**src/vbsf_pkg.sv**
```systemverilog
// Package with constants and carrier types for the Viterbi branch sync front end
package vbsf_pkg;
	// Register map, byte addresses
	localparam logic [7:0] ADDR_CTRL = 8'h00;
	localparam logic [7:0] ADDR_STAT = 8'h04;
	// Control field positions
	localparam int CTRL_RATE_BIT = 0;
	localparam int CTRL_K_LSB = 1;
	localparam int CTRL_Q_LSB = 3;
	localparam logic [31:0] CTRL_RESET = 32'h0000_0007;
	// Status field positions
	localparam int STAT_LOCK_BIT = 0;
	localparam int STAT_INV_BIT = 1;
	localparam int STAT_INH_BIT = 2;
	localparam int STAT_RESC_BIT = 3;
	localparam int STAT_DIS_LSB = 8;
	// Divider ratios in bit times per branch
	localparam logic [1:0] DIV_THIRD = 2'h3;
	localparam logic [1:0] DIV_HALF = 2'h2;
	// Unanimity test depths for k = 3, 4, 5, 6
	localparam logic [5:0] DEPTH_K3 = 6'h10;
	localparam logic [5:0] DEPTH_K4 = 6'h16;
	localparam logic [5:0] DEPTH_K5 = 6'h1b;
	localparam logic [5:0] DEPTH_K6 = 6'h20;
	// Disagreement thresholds
	localparam logic [7:0] THR_LONG = 8'h3c;
	localparam logic [7:0] THR_SHORT = 8'h1e;
	// Observation window in counted times
	localparam logic [7:0] WINDOW_LEN = 8'hff;
	// Processing inhibit length in branch times
	localparam logic [1:0] INHIBIT_LEN = 2'h3;
	// Rescale: subtract after this many bit times, threshold ignored meanwhile
	localparam logic [2:0] RESCALE_DELAY = 3'h6;
	localparam logic [2:0] RESCALE_ARM = 3'h1;
	// Largest correlation of three 3-bit samples
	localparam logic [4:0] CORR_MAX = 5'h15;
	localparam logic [2:0] ALL_ONES3 = 3'h7;
	localparam int NUM_PAT = 8;
	localparam int NUM_SLOT = 3;

	// Switch settings
	typedef struct packed {
		logic [1:0] quant_sel; // 0: 3-bit, 1: 2-bit, 2 or 3: 1-bit
		logic [1:0] k_sel;     // 0..3 for constraint length 3..6
		logic rate_third;      // 1: rate 1/3, 0: rate 1/2
	} vbsf_ctrl_t;

	// One branch: true and complement of each sample
	typedef struct packed {
		logic [NUM_SLOT-1:0][2:0] tru;
		logic [NUM_SLOT-1:0][2:0] cmp;
	} vbsf_branch_t;

	typedef enum logic {SYNC_SEARCH, SYNC_LOCK} vbsf_sync_t;
endpackage
```
**src/vbsf_front_end.sv**
```systemverilog
// Branch synchronizer, clock divider, input register, correlations and rescale control
//
// Chosen here: strobed register access and the register offsets.
`timescale 1ns/1ps
`default_nettype none
module vbsf_front_end (
	input wire logic core_clk,
	input wire logic srst,
	input wire logic bit_clk,
	input wire logic [2:0] sample_in,
	input wire logic unanimous,
	input wire logic max_over,
	input wire logic [7:0] reg_addr,
	input wire logic [31:0] reg_wdata,
	input wire logic reg_wr,
	input wire logic reg_rd,
	output logic [31:0] reg_rdata,
	output logic [5:0] tap_depth,
	output logic branch_clk,
	output vbsf_pkg::vbsf_branch_t branch_out,
	output logic [vbsf_pkg::NUM_PAT-1:0][4:0] incr_corr,
	output logic proc_inhibit,
	output logic dec_reset,
	output logic rescale_sub,
	output logic sync_locked
);
	// Correlation term pick per pattern bit: sample when bit is 1, complement when 0
	function automatic logic [2:0] pick(input logic pbit, input logic [2:0] t, input logic [2:0] c);
		pick = pbit ? t : c;
	endfunction

	// Mask of unused bits for one sample slot
	function automatic logic [2:0] unused_mask(input int slot, input vbsf_pkg::vbsf_ctrl_t c);
		logic [2:0] m;
		m = 3'h0;
		if (slot == vbsf_pkg::NUM_SLOT - 1 && !c.rate_third) begin
			m = vbsf_pkg::ALL_ONES3;
		end else if (c.quant_sel == 2'h1) begin
			m = 3'h1;
		end else if (c.quant_sel[1]) begin
			m = 3'h3;
		end
		unused_mask = m;
	endfunction

	vbsf_pkg::vbsf_ctrl_t ctrl_r;
	vbsf_pkg::vbsf_sync_t state_r;
	logic bit_clk_d_r;
	logic bit_tick;
	logic blank_r;
	logic div_tick;
	logic [1:0] div_cnt_r;
	logic [1:0] div_last;
	logic branch_tick;
	logic [1:0][2:0] fmt_r;
	logic [2:0] remapped;
	logic inv_r;
	logic try_slip_r;
	logic strike_r;
	logic [7:0] branch_cnt_r;
	logic [7:0] dis_cnt_r;
	logic [7:0] thr;
	logic exceed;
	logic window_end;
	logic move;
	logic [1:0] inh_cnt_r;
	logic [vbsf_pkg::NUM_PAT-1:0][3:0] part_r;
	logic [vbsf_pkg::NUM_PAT-1:0][2:0] r3_r;
	logic [2:0] resc_cnt_r;
	logic resc_start;

	// Bit clock is sampled as a synchronous level; a rising edge marks one bit time
	always_ff @(posedge core_clk) begin
		if (srst) begin
			bit_clk_d_r <= 1'b0;
		end else begin
			bit_clk_d_r <= bit_clk;
		end
	end
	assign bit_tick = bit_clk & ~bit_clk_d_r;

	// Software switches: rate, constraint length, quantization
	always_ff @(posedge core_clk) begin
		if (srst) begin
			ctrl_r <= vbsf_pkg::vbsf_ctrl_t'(vbsf_pkg::CTRL_RESET[4:0]);
		end else if (reg_wr && reg_addr == vbsf_pkg::ADDR_CTRL) begin
			ctrl_r.rate_third <= reg_wdata[vbsf_pkg::CTRL_RATE_BIT];
			ctrl_r.k_sel <= reg_wdata[vbsf_pkg::CTRL_K_LSB +: 2];
			ctrl_r.quant_sel <= reg_wdata[vbsf_pkg::CTRL_Q_LSB +: 2];
		end
	end

	// Read data stand the cycle after the strobe; unmapped addresses read zero
	always_ff @(posedge core_clk) begin
		if (srst) begin
			reg_rdata <= 32'h0000_0000;
		end else begin
			reg_rdata <= 32'h0000_0000;
			if (reg_rd && reg_addr == vbsf_pkg::ADDR_CTRL) begin
				reg_rdata[vbsf_pkg::CTRL_RATE_BIT] <= ctrl_r.rate_third;
				reg_rdata[vbsf_pkg::CTRL_K_LSB +: 2] <= ctrl_r.k_sel;
				reg_rdata[vbsf_pkg::CTRL_Q_LSB +: 2] <= ctrl_r.quant_sel;
			end else if (reg_rd && reg_addr == vbsf_pkg::ADDR_STAT) begin
				reg_rdata[vbsf_pkg::STAT_LOCK_BIT] <= (state_r == vbsf_pkg::SYNC_LOCK);
				reg_rdata[vbsf_pkg::STAT_INV_BIT] <= inv_r;
				reg_rdata[vbsf_pkg::STAT_INH_BIT] <= proc_inhibit;
				reg_rdata[vbsf_pkg::STAT_RESC_BIT] <= (resc_cnt_r != 3'h0);
				reg_rdata[vbsf_pkg::STAT_DIS_LSB +: 8] <= dis_cnt_r;
			end
		end
	end

	// Unanimity depth follows the constraint length switch
	always_comb begin
		unique case (ctrl_r.k_sel)
			2'h0: tap_depth = vbsf_pkg::DEPTH_K3;
			2'h1: tap_depth = vbsf_pkg::DEPTH_K4;
			2'h2: tap_depth = vbsf_pkg::DEPTH_K5;
			2'h3: tap_depth = vbsf_pkg::DEPTH_K6;
		endcase
	end

	// Blanking swallows exactly one bit tick, which slips the branch phase by one
	always_ff @(posedge core_clk) begin
		if (srst) begin
			blank_r <= 1'b0;
		end else if (move && try_slip_r) begin
			blank_r <= 1'b1;
		end else if (bit_tick) begin
			blank_r <= 1'b0;
		end
	end
	assign div_tick = bit_tick & ~blank_r;

	// Branch clock divider: 3 at rate 1/3, 2 at rate 1/2
	assign div_last = (ctrl_r.rate_third ? vbsf_pkg::DIV_THIRD : vbsf_pkg::DIV_HALF) - 2'h1;
	assign branch_tick = div_tick && div_cnt_r == div_last;
	always_ff @(posedge core_clk) begin
		if (srst) begin
			div_cnt_r <= 2'h0;
		end else if (div_tick) begin
			div_cnt_r <= branch_tick ? 2'h0 : div_cnt_r + 2'h1;
		end else if (div_cnt_r > div_last) begin
			div_cnt_r <= 2'h0; // Rate switch changed mid-branch
		end
	end
	// Branch clock high in the first bit time of the branch: half of it at rate 1/2, a third at rate 1/3
	assign branch_clk = (div_cnt_r == 2'h0);

	// Sign-magnitude to monotonic: zeros count down in magnitude, ones count up
	assign remapped = sample_in[2] ? sample_in : {1'b0, ~sample_in[1:0]};

	// Formatting stage keeps earlier samples of the branch
	always_ff @(posedge core_clk) begin
		if (srst) begin
			fmt_r <= '0;
		end else if (div_tick && !branch_tick) begin
			fmt_r[div_cnt_r[0]] <= remapped;
		end
	end

	// Input register: nine bits move in at once, inverted at its inputs; unused bits forced high
	always_ff @(posedge core_clk) begin
		if (srst || dec_reset) begin
			branch_out <= '0;
		end else if (branch_tick) begin
			for (int s = 0; s < vbsf_pkg::NUM_SLOT; s++) begin
				logic [2:0] v;
				v = (s == int'(div_last)) ? remapped : fmt_r[s[0]];
				v = v ^ {3{inv_r}};
				branch_out.tru[s] <= v | unused_mask(s, ctrl_r);
				branch_out.cmp[s] <= ~v | unused_mask(s, ctrl_r);
			end
		end
	end

	// First adder rank: plus per pattern, carried alongside
	always_ff @(posedge core_clk) begin
		if (srst || dec_reset) begin
			part_r <= '0;
			r3_r <= '0;
		end else if (branch_tick) begin
			for (int p = 0; p < vbsf_pkg::NUM_PAT; p++) begin
				part_r[p] <= {1'b0, pick(p[2], branch_out.tru[0], branch_out.cmp[0])}
					+ {1'b0, pick(p[1], branch_out.tru[1], branch_out.cmp[1])};
				r3_r[p] <= pick(p[0], branch_out.tru[2], branch_out.cmp[2]);
			end
		end
	end

	// Second rank: finished incremental correlations one branch later
	always_ff @(posedge core_clk) begin
		if (srst || dec_reset) begin
			incr_corr <= '0;
		end else if (branch_tick) begin
			for (int p = 0; p < vbsf_pkg::NUM_PAT; p++) begin
				incr_corr[p] <= {1'b0, part_r[p]} + {2'b00, r3_r[p]};
			end
		end
	end

	// Threshold, window end and position move
	assign thr = ctrl_r.k_sel[1] ? vbsf_pkg::THR_LONG : vbsf_pkg::THR_SHORT;
	assign exceed = dis_cnt_r > thr;
	assign window_end = branch_tick && branch_cnt_r == vbsf_pkg::WINDOW_LEN;
	// Lock moves on the second excess only
	assign move = exceed && (state_r == vbsf_pkg::SYNC_SEARCH || strike_r);

	// Branch-time and disagreement counters; inhibited branches are not judged
	always_ff @(posedge core_clk) begin
		if (srst || move || window_end || exceed) begin
			branch_cnt_r <= 8'h00;
			dis_cnt_r <= 8'h00;
		end else if (branch_tick && !proc_inhibit) begin
			branch_cnt_r <= branch_cnt_r + 8'h01;
			dis_cnt_r <= dis_cnt_r + {7'h00, ~unanimous};
		end
	end

	// Search and lock modes
	always_ff @(posedge core_clk) begin
		if (srst) begin
			state_r <= vbsf_pkg::SYNC_SEARCH;
			strike_r <= 1'b0;
		end else if (move) begin
			state_r <= vbsf_pkg::SYNC_SEARCH;
			strike_r <= 1'b0;
		end else if (exceed) begin
			strike_r <= 1'b1;
		end else if (window_end && state_r == vbsf_pkg::SYNC_SEARCH) begin
			state_r <= vbsf_pkg::SYNC_LOCK;
		end
	end
	assign sync_locked = (state_r == vbsf_pkg::SYNC_LOCK);

	// Alternate inversion and slip; slips wrap with the divider, so 2-bit slips need rate 1/3
	always_ff @(posedge core_clk) begin
		if (srst) begin
			inv_r <= 1'b0;
			try_slip_r <= 1'b0;
		end else if (move) begin
			try_slip_r <= ~try_slip_r;
			if (!try_slip_r) begin
				inv_r <= ~inv_r;
			end
		end
	end

	// Inhibit for three branch times and a one-cycle decoder reset on each move
	always_ff @(posedge core_clk) begin
		if (srst) begin
			inh_cnt_r <= 2'h0;
			dec_reset <= 1'b0;
		end else begin
			dec_reset <= move;
			if (move) begin
				inh_cnt_r <= vbsf_pkg::INHIBIT_LEN;
			end else if (branch_tick && inh_cnt_r != 2'h0) begin
				inh_cnt_r <= inh_cnt_r - 2'h1;
			end
		end
	end
	assign proc_inhibit = (inh_cnt_r != 2'h0);

	// Rescale: threshold ignored while the delay runs, so one overflow gives one subtract
	assign resc_start = bit_tick && max_over && resc_cnt_r <= vbsf_pkg::RESCALE_ARM;
	always_ff @(posedge core_clk) begin
		if (srst) begin
			resc_cnt_r <= 3'h0;
			rescale_sub <= 1'b0;
		end else begin
			rescale_sub <= bit_tick && resc_cnt_r == vbsf_pkg::RESCALE_ARM;
			if (resc_start) begin
				resc_cnt_r <= vbsf_pkg::RESCALE_DELAY;
			end else if (bit_tick && resc_cnt_r != 3'h0) begin
				resc_cnt_r <= resc_cnt_r - 3'h1;
			end
		end
	end

	// Helper: cycles since rescale detection counted in bit ticks
	logic [2:0] resc_ticks_r;
	always_ff @(posedge core_clk) begin
		if (srst || resc_start) begin
			resc_ticks_r <= 3'h0;
		end else if (bit_tick && resc_ticks_r != 3'h7) begin
			resc_ticks_r <= resc_ticks_r + 3'h1;
		end
	end
endmodule
`default_nettype wire

```
**config.mk**
```make
export PLATFORM = sky130hd
export DESIGN_NAME = vbsf_front_end
export DESIGN_NICKNAME = d
export VERILOG_FILES = /design/src/vbsf_pkg.sv /design/src/vbsf_front_end.sv
export SDC_FILE = /design/constraint.sdc
export NUM_CORES = 1
export LEC_CHECK = 0
export BUFFER_PORTS_ARGS = -buffer_cell sky130_fd_sc_hd__buf_4
export CAP_MARGIN = 10
export CELL_PAD_IN_SITES_DETAIL_PLACEMENT = 1
export CELL_PAD_IN_SITES_GLOBAL_PLACEMENT = 1
export CORE_UTILIZATION = 40
export DETAILED_ROUTE_END_ITERATION = 10
export PLACE_DENSITY_LB_ADDON = 0.1
export SLEW_MARGIN = 20
export SYNTH_ARGS = -nofsm -noshare
export SYNTH_HDL_FRONTEND = slang
export SYNTH_SLANG_ARGS = --single-unit
```
**constraint.sdc**
```tcl
create_clock -name core_clk -period 2.97 [get_ports core_clk]
set_clock_uncertainty 0.15 [all_clocks]
set_input_delay 0.4455 -clock core_clk [delete_from_list [all_inputs] [get_ports core_clk]]
set_output_delay 0.4455 -clock core_clk [all_outputs]
set_load 0.05 [all_outputs]
```
=== Yosys cells after proc, flatten, opt, wreduce, memory -nomap -nowiden ===
Index checks and enable logic that the tools add are counted.
Widths: inputs -> output; s select.

* Register bits: 154
* Latch bits: 0
* RAM bits: 0
* Memory bits (read-only): 0
* Output and inout port bits: 101
* Memories kept: 0

* Add/subtract/negate cells: 18
* $mul: 0
* Divide/modulo/power cells: 0
* Order comparisons: 5
* Equality and inequality tests: 10
* Shifts and indexed selects: 0
* Mux-type cells: 28
* Bitwise gates (word level): 24
* Reductions and logical operators: 39

{| class="wikitable"
|+ Operators by type and width
! operator !! number
|-
| $add 4x3->5 || 8
|-
| $mux 3 || 12
|-
| $pmux 6 s4 || 1
|-
| $or 3x3->3 || 6
|-
| $add 3x3->4 || 4
|-
| $logic_and 1x1->1 || 16
|-
| $mux 2 || 7
|-
| $reduce_bool 2->1 || 5
|-
| $not 1->1 || 9
|-
| $not 3->3 || 3
|-
| $xor 3x3->3 || 3
|-
| $add 8x1->8 || 1
|-
| $add 8x1->8 const B || 1
|-
| $eq 8x3->1 const B || 1
|-
| $eq 8x8->1 const B || 1
|-
| $gt 8x6->1 || 1
|-
| $logic_not 8->1 || 1
|-
| $mux 4 || 2
|-
| $bwmux 6 || 1
|-
| $logic_not 2->1 || 3
|-
| $mux 6 || 1
|-
| $reduce_or 2->1 || 3
|-
| $logic_or 1x1->1 || 5
|-
| $eq 2x1->1 const B || 2
|-
| 19 further kinds || 27
|}

=== Depth between registers and ports, before layout ===
* Depth in word-level cells: 7
* Mapped depth: 8
* Gate-level depth less buffers: 7

=== Worst setup path before layout ===
OpenSTA, ideal clock, no wires.

* Kind: flip-flop to flip-flop
* Start point: register ctrl_r[2] (netlist name)
* End point: register branch_cnt_r[5]
* Library setup time: 0.064 ns
* Arrival: 2.015 ns
* Required time: 2.756 ns
* Slack: 0.741 ns
* Cell stages (with the launch flop): 8
* Clock period less this slack: 2.229 ns
* Path through: dfxtp_1 inv_1 ha_1 or4b_4 or2_0 a211o_2 buf_6 nor2_1

* Cells in the longest elaborated chain, start to end: 6

{| class="wikitable"
|+ Ends and longest elaborated chain
! item !! RTL line !! source
|-
| start: declaration || vbsf_front_end.sv:46 || <nowiki>vbsf_pkg::vbsf_ctrl_t ctrl_r;</nowiki>
|-
| start signal: assignment || vbsf_front_end.sv:85 || <nowiki>ctrl_r <= vbsf_pkg::vbsf_ctrl_t'(vbsf_pkg::CTRL_RESET[4:0]);</nowiki>
|-
| $mux 6 (*) || vbsf_front_end.sv:203 || <nowiki>assign thr = ctrl_r.k_sel[1] ? vbsf_pkg::THR_LONG : vbsf_pkg::THR_SHORT;</nowiki>
|-
| $gt 8x6->1 (*) || vbsf_front_end.sv:204 || <nowiki>assign exceed = dis_cnt_r > thr;</nowiki>
|-
| $logic_and 1x1->1 || vbsf_front_end.sv:207 || <nowiki>assign move = exceed && (state_r == vbsf_pkg::SYNC_SEARCH || strike_r);</nowiki>
|-
| $logic_or 1x1->1 (2 in series) || vbsf_front_end.sv:211 || <nowiki>if (srst || move || window_end || exceed) begin</nowiki>
|-
| $logic_or 1x1->1 (*) || vbsf_front_end.sv:211 ||
|-
| end signal: assignment || vbsf_front_end.sv:215 || <nowiki>branch_cnt_r <= branch_cnt_r + 8'h01;</nowiki>
|-
| end: declaration || vbsf_front_end.sv:60 || <nowiki>logic [7:0] branch_cnt_r;</nowiki>
|}

Every way passes the cells marked *; elsewhere a longest branch is shown, timed or not.
A chain may end at the register's enable or synchronous reset.

=== Final worst setup path ===
* Start point: register ctrl_r[2] (netlist name)
* End point: register dis_cnt_r[2]

* Cells in the longest elaborated chain, start to end: 6

{| class="wikitable"
|+ Ends and longest elaborated chain
! item !! RTL line !! source
|-
| $mux 6 (*) || vbsf_front_end.sv:203 ||
|-
| $gt 8x6->1 (*) || vbsf_front_end.sv:204 ||
|-
| $logic_and 1x1->1 || vbsf_front_end.sv:207 ||
|-
| $logic_or 1x1->1 (2 in series) || vbsf_front_end.sv:211 ||
|-
| $logic_or 1x1->1 (*) || vbsf_front_end.sv:211 ||
|-
| end signal: assignment || vbsf_front_end.sv:216 || <nowiki>dis_cnt_r <= dis_cnt_r + {7'h00, ~unanimous};</nowiki>
|-
| end: declaration || vbsf_front_end.sv:61 || <nowiki>logic [7:0] dis_cnt_r;</nowiki>
|}

Marks and branches as above.

==> results.yml <==
power_and_ir_drop:
  power.density_nw_per_um2: 550
  vdd_drop_max_mv: 0.372
  combPwrFrac_pct: 9.4
  p_switching_mw: 1.09
  switching_share_pct: 24.4
  p_clk_share_pct: 48.3
  leakagePower_nw: 3.43
  intPower_mw: 3.37
  pwr-share-seq_pct: 42.2
yosys:
  synth_cell_type_count: 50
  yosys_warnings: 0
  synth-edff-count: 0
  synth-simple-area-share_pct: 15.3
  synthArstFlopShare_pct: 0
  yosys_register_bits: 135
  ys.flop_type: "dfxtp_1"
  synth-compound-area-share_pct: 14.8
  synth_mux_area_share_pct: 2.02
  synthAdderAreaFrac_pct: 13.6
  syn_area_um2: 6560
  post_synth.cell_area_avg_um2: 8.93
  synth_top_family_by_area: "simple AND/OR/NAND/NOR gates"
  syn_inst: 734
  synth_xor_area_share_pct: 5.88
  yosysSeqAreaShare_pct: 41.2
finish:
  design_area_um2: 8120
  diodes: 0
  layout-drive-gt1-share_pct: 18.8
  nets: 948
  area_delta_synth_final_pct: 23.8
  final_core_util_pct: 50.9
hold_path:
  min_to: "reg_rdata[4]"
  hp-start: "reg_addr[2]"
  holdPathStages: 2
  hold_class: "input pin to flip-flop"
global_routing:
  grt_pass1_vias: 5579
  grt_pass1_wl_mm: 28.2
  grt_use_total_pct: 21.9
  antenna_found_initial: 0
  grt_overflow_total: 0
  grt_max_degree: 41
floorplanning:
  ios: 151
  die_area_um2: 16900
  coreArea_um2: 15900
  initial_core_util_pct: 41.1
  die_h_um: 130
  fp.dieW_um: 130
  std_cell_rows: 46
critical_path:
  worstPathArrival_ns: 2.59
  path_max_fanout: 15
  ff2ff_setup_slack_ns: 0.58
  reg2reg_depth: 6
  rr_endpoint: "dis_cnt_r[2]"
  rr_startpoint: "ctrl_r[2]"
  required_ns: 3.17
  end_kind: "flip-flop"
  worstSetupPathType: "flip-flop to flip-flop"
  start_kind: "flip-flop"
placement:
  dpl.hpwl_mm: 13.6
  gp_congestion: 0.884
  port-buffer-count: 104
  place_area_um2: 7520
cts:
  cts_sinks: 135
  ctsRootBufferMaster: "clkbuf_16"
  post-cts-setup-buffers: 0
  h-tree-depth: 4
  clk_pin_slew_worst_paths_ns: 0.06
  cts_buffers: 17
  cts_buffer_depth: 2
  cts.repair.resized: 0
  clkLatencyLatePin_ns: 0.42
  hold_buffers: 0
  cts_tree: "yes"
sta:
  tightest_slew_ns: 0.686
  period_share_pct: 80.4
  fmax_mhz: 419
  min_period_ns: 2.39
  slew_viol_final: 0
  setup_tns_ns: 0
  rsz0062_at_grt: "no"
  hold_viol_final: 0
  finalSetupViolCount: 0
  max-slew-margin-rel_pct: 54.1
drt:
  antenna_left: 0
  drt-initial-drc-count: 176
  avgRoutedWirePerCell_um: 16.5
  drc: 0
  avgViaCountPerCell: 5.06
  via_count: 5378
  dr.pass1.iters: 5
  drt_wl_total_mm: 17.5
status:
  status: "finished clean"
flow_run:
  maxCapViolCount: 0
power by group through the flow:
stage	clock network (mW)	logic, mW	registers [mW]
6_report	2.16	0.421	1.88
5_1_grt	2.27	0.457	1.89
4_1_cts	2.19	0.426	1.89
3_5_place_dp	0	0.420	1.92
3_3_place_gp	0	0.397	1.92
2_1_floorplan	0	0.304	1.93
flip-flops by register name (all words and copies together), names as in the netlist, 3 cells and up:
register      count
resc_cnt_r        3
branch_out       18
fmt_r             6
dis_cnt_r         8
r3_r              6
reg_rdata        13
ctrl_r            5
incr_corr        40
part_r           16
branch_cnt_r      8
cells by family (layout without fill, tap and decap cells):
logic type      after synthesis  after routing
compound gates              160            160
xor+xnor                     44             44
fa+ha+maj                    64             64
buf+inv                      99            193
flops                       135            135
mux                          13             13
other cells                   1             20
simple gates                218            218
synthesized netlist by cell type (2+ instances only):
cell,count,share of area (%)
nand2_1,83,4.8
nor2_1,53,3.0
o21ai_0,30,2.3
o31a_1,2,0.27
nor4_1,7,0.67
buf_4,20,2.3
a31oi_1,7,0.67
xor2_1,10,1.3
and2_1,6,0.57
o211ai_1,9,1.0
a311oi_1,2,0.27
a211oi_1,13,1.5
o21ba_2,2,0.31
clkbuf_1,22,1.3
o21a_1,2,0.23
a21o_1,12,1.4
o221a_2,2,0.34
mux2i_1,11,1.7
a211o_1,3,0.40
mux2_2,2,0.34
inv_1,42,2.4
ha_1,52,9.9
or3_1,2,0.19
a22o_1,4,0.53
a21oi_1,70,5.3
xnor2_1,34,4.5
nor3_1,13,0.99
buf_1,3,0.17
nor2b_1,13,1.2
nand4_1,4,0.38
nor3b_1,2,0.23
dfxtp_1,135,41
and3_1,3,0.29
nand2b_1,2,0.19
fa_1,12,3.7
buf_2,10,0.76
nand3_1,22,1.7
how the worst max path moves through the flow:
stage	startpoint	end	slack [ns]	cells past startpoint
after global placement	bit_clk	branch_out[1]	0.60	6
after global routing	ctrl_r[2]	dis_cnt_r[1]	0.42	6
final	ctrl_r[2]	dis_cnt_r[2]	0.58	6
after detailed placement	bit_clk	incr_corr[21]	0.50	6
after CTS	ctrl_r[2]	dis_cnt_r[2]	0.56	6
after floorplan	ctrl_r[2]	branch_cnt_r[5]	0.74	7
worst max-delay path, stage by stage (launching register included):
cell and delay, ns:
dfxtp_1 0.43, inv_1 0.12, ha_1 0.29, or4b_4 0.47, or2_0 0.24, a211o_2 0.47, nor2_1 0.16
layer usage:
layer | track usage (%) | wire length (µm) | vias up
met1 | 22.8 | 6790 | 2608
li1 | - | - | 2658
met3 | 4.35 | 533 | 28
met5 | 0 | 0 | -
met2 | 41.9 | 9640 | 84
met4 | 10.5 | 528 | 0
per-stage QoR:
| stage | setup WS, ns | hold WS [ns] | std cells | power (mW) |
|---|---|---|---|---|
| 2_1_floorplan | 0.741 | 0.294 | 753 | 2.24 |
| 3_3_place_gp | 0.601 | 0.293 | 1031 | 2.32 |
| 3_5_place_dp | 0.495 | 0.296 | 1031 | 2.34 |
| 4_1_cts | 0.556 | 0.0415 | 1063 | 4.50 |
| 5_1_grt | 0.420 | 0.0470 | 1063 | 4.62 |
| 6_report | 0.583 | 0.0586 | 1063 | 4.46 |
layout by cell type (no fill, tap or decap), types with 6 or more instances in the layout:
cell type,instances
inv_1,42
a31oi_1,7
o211ai_1,9
a21o_1,12
o21ai_0,30
conb_1,20
ha_1,52
nor2_1,52
nor2b_1,13
and2_1,6
nor3_1,13
nor4_1,7
clkbuf_16,17
fa_1,12
buf_4,116
nand2_1,83
mux2i_1,11
xor2_1,10
a21oi_1,70
nand3_1,21
dfxtp_1,135
xnor2_1,34
a211oi_1,13
layout make-up:
type	count	area, µm²
repair buffers	118	911
clock inverters	9	123
flip-flops and latches	135	2700
inverters	43	161
fillers	1889	7830
clock buffers	23	478
multi-input cells	519	3470
well taps	216	270
(Power assumes the default switching activity.)
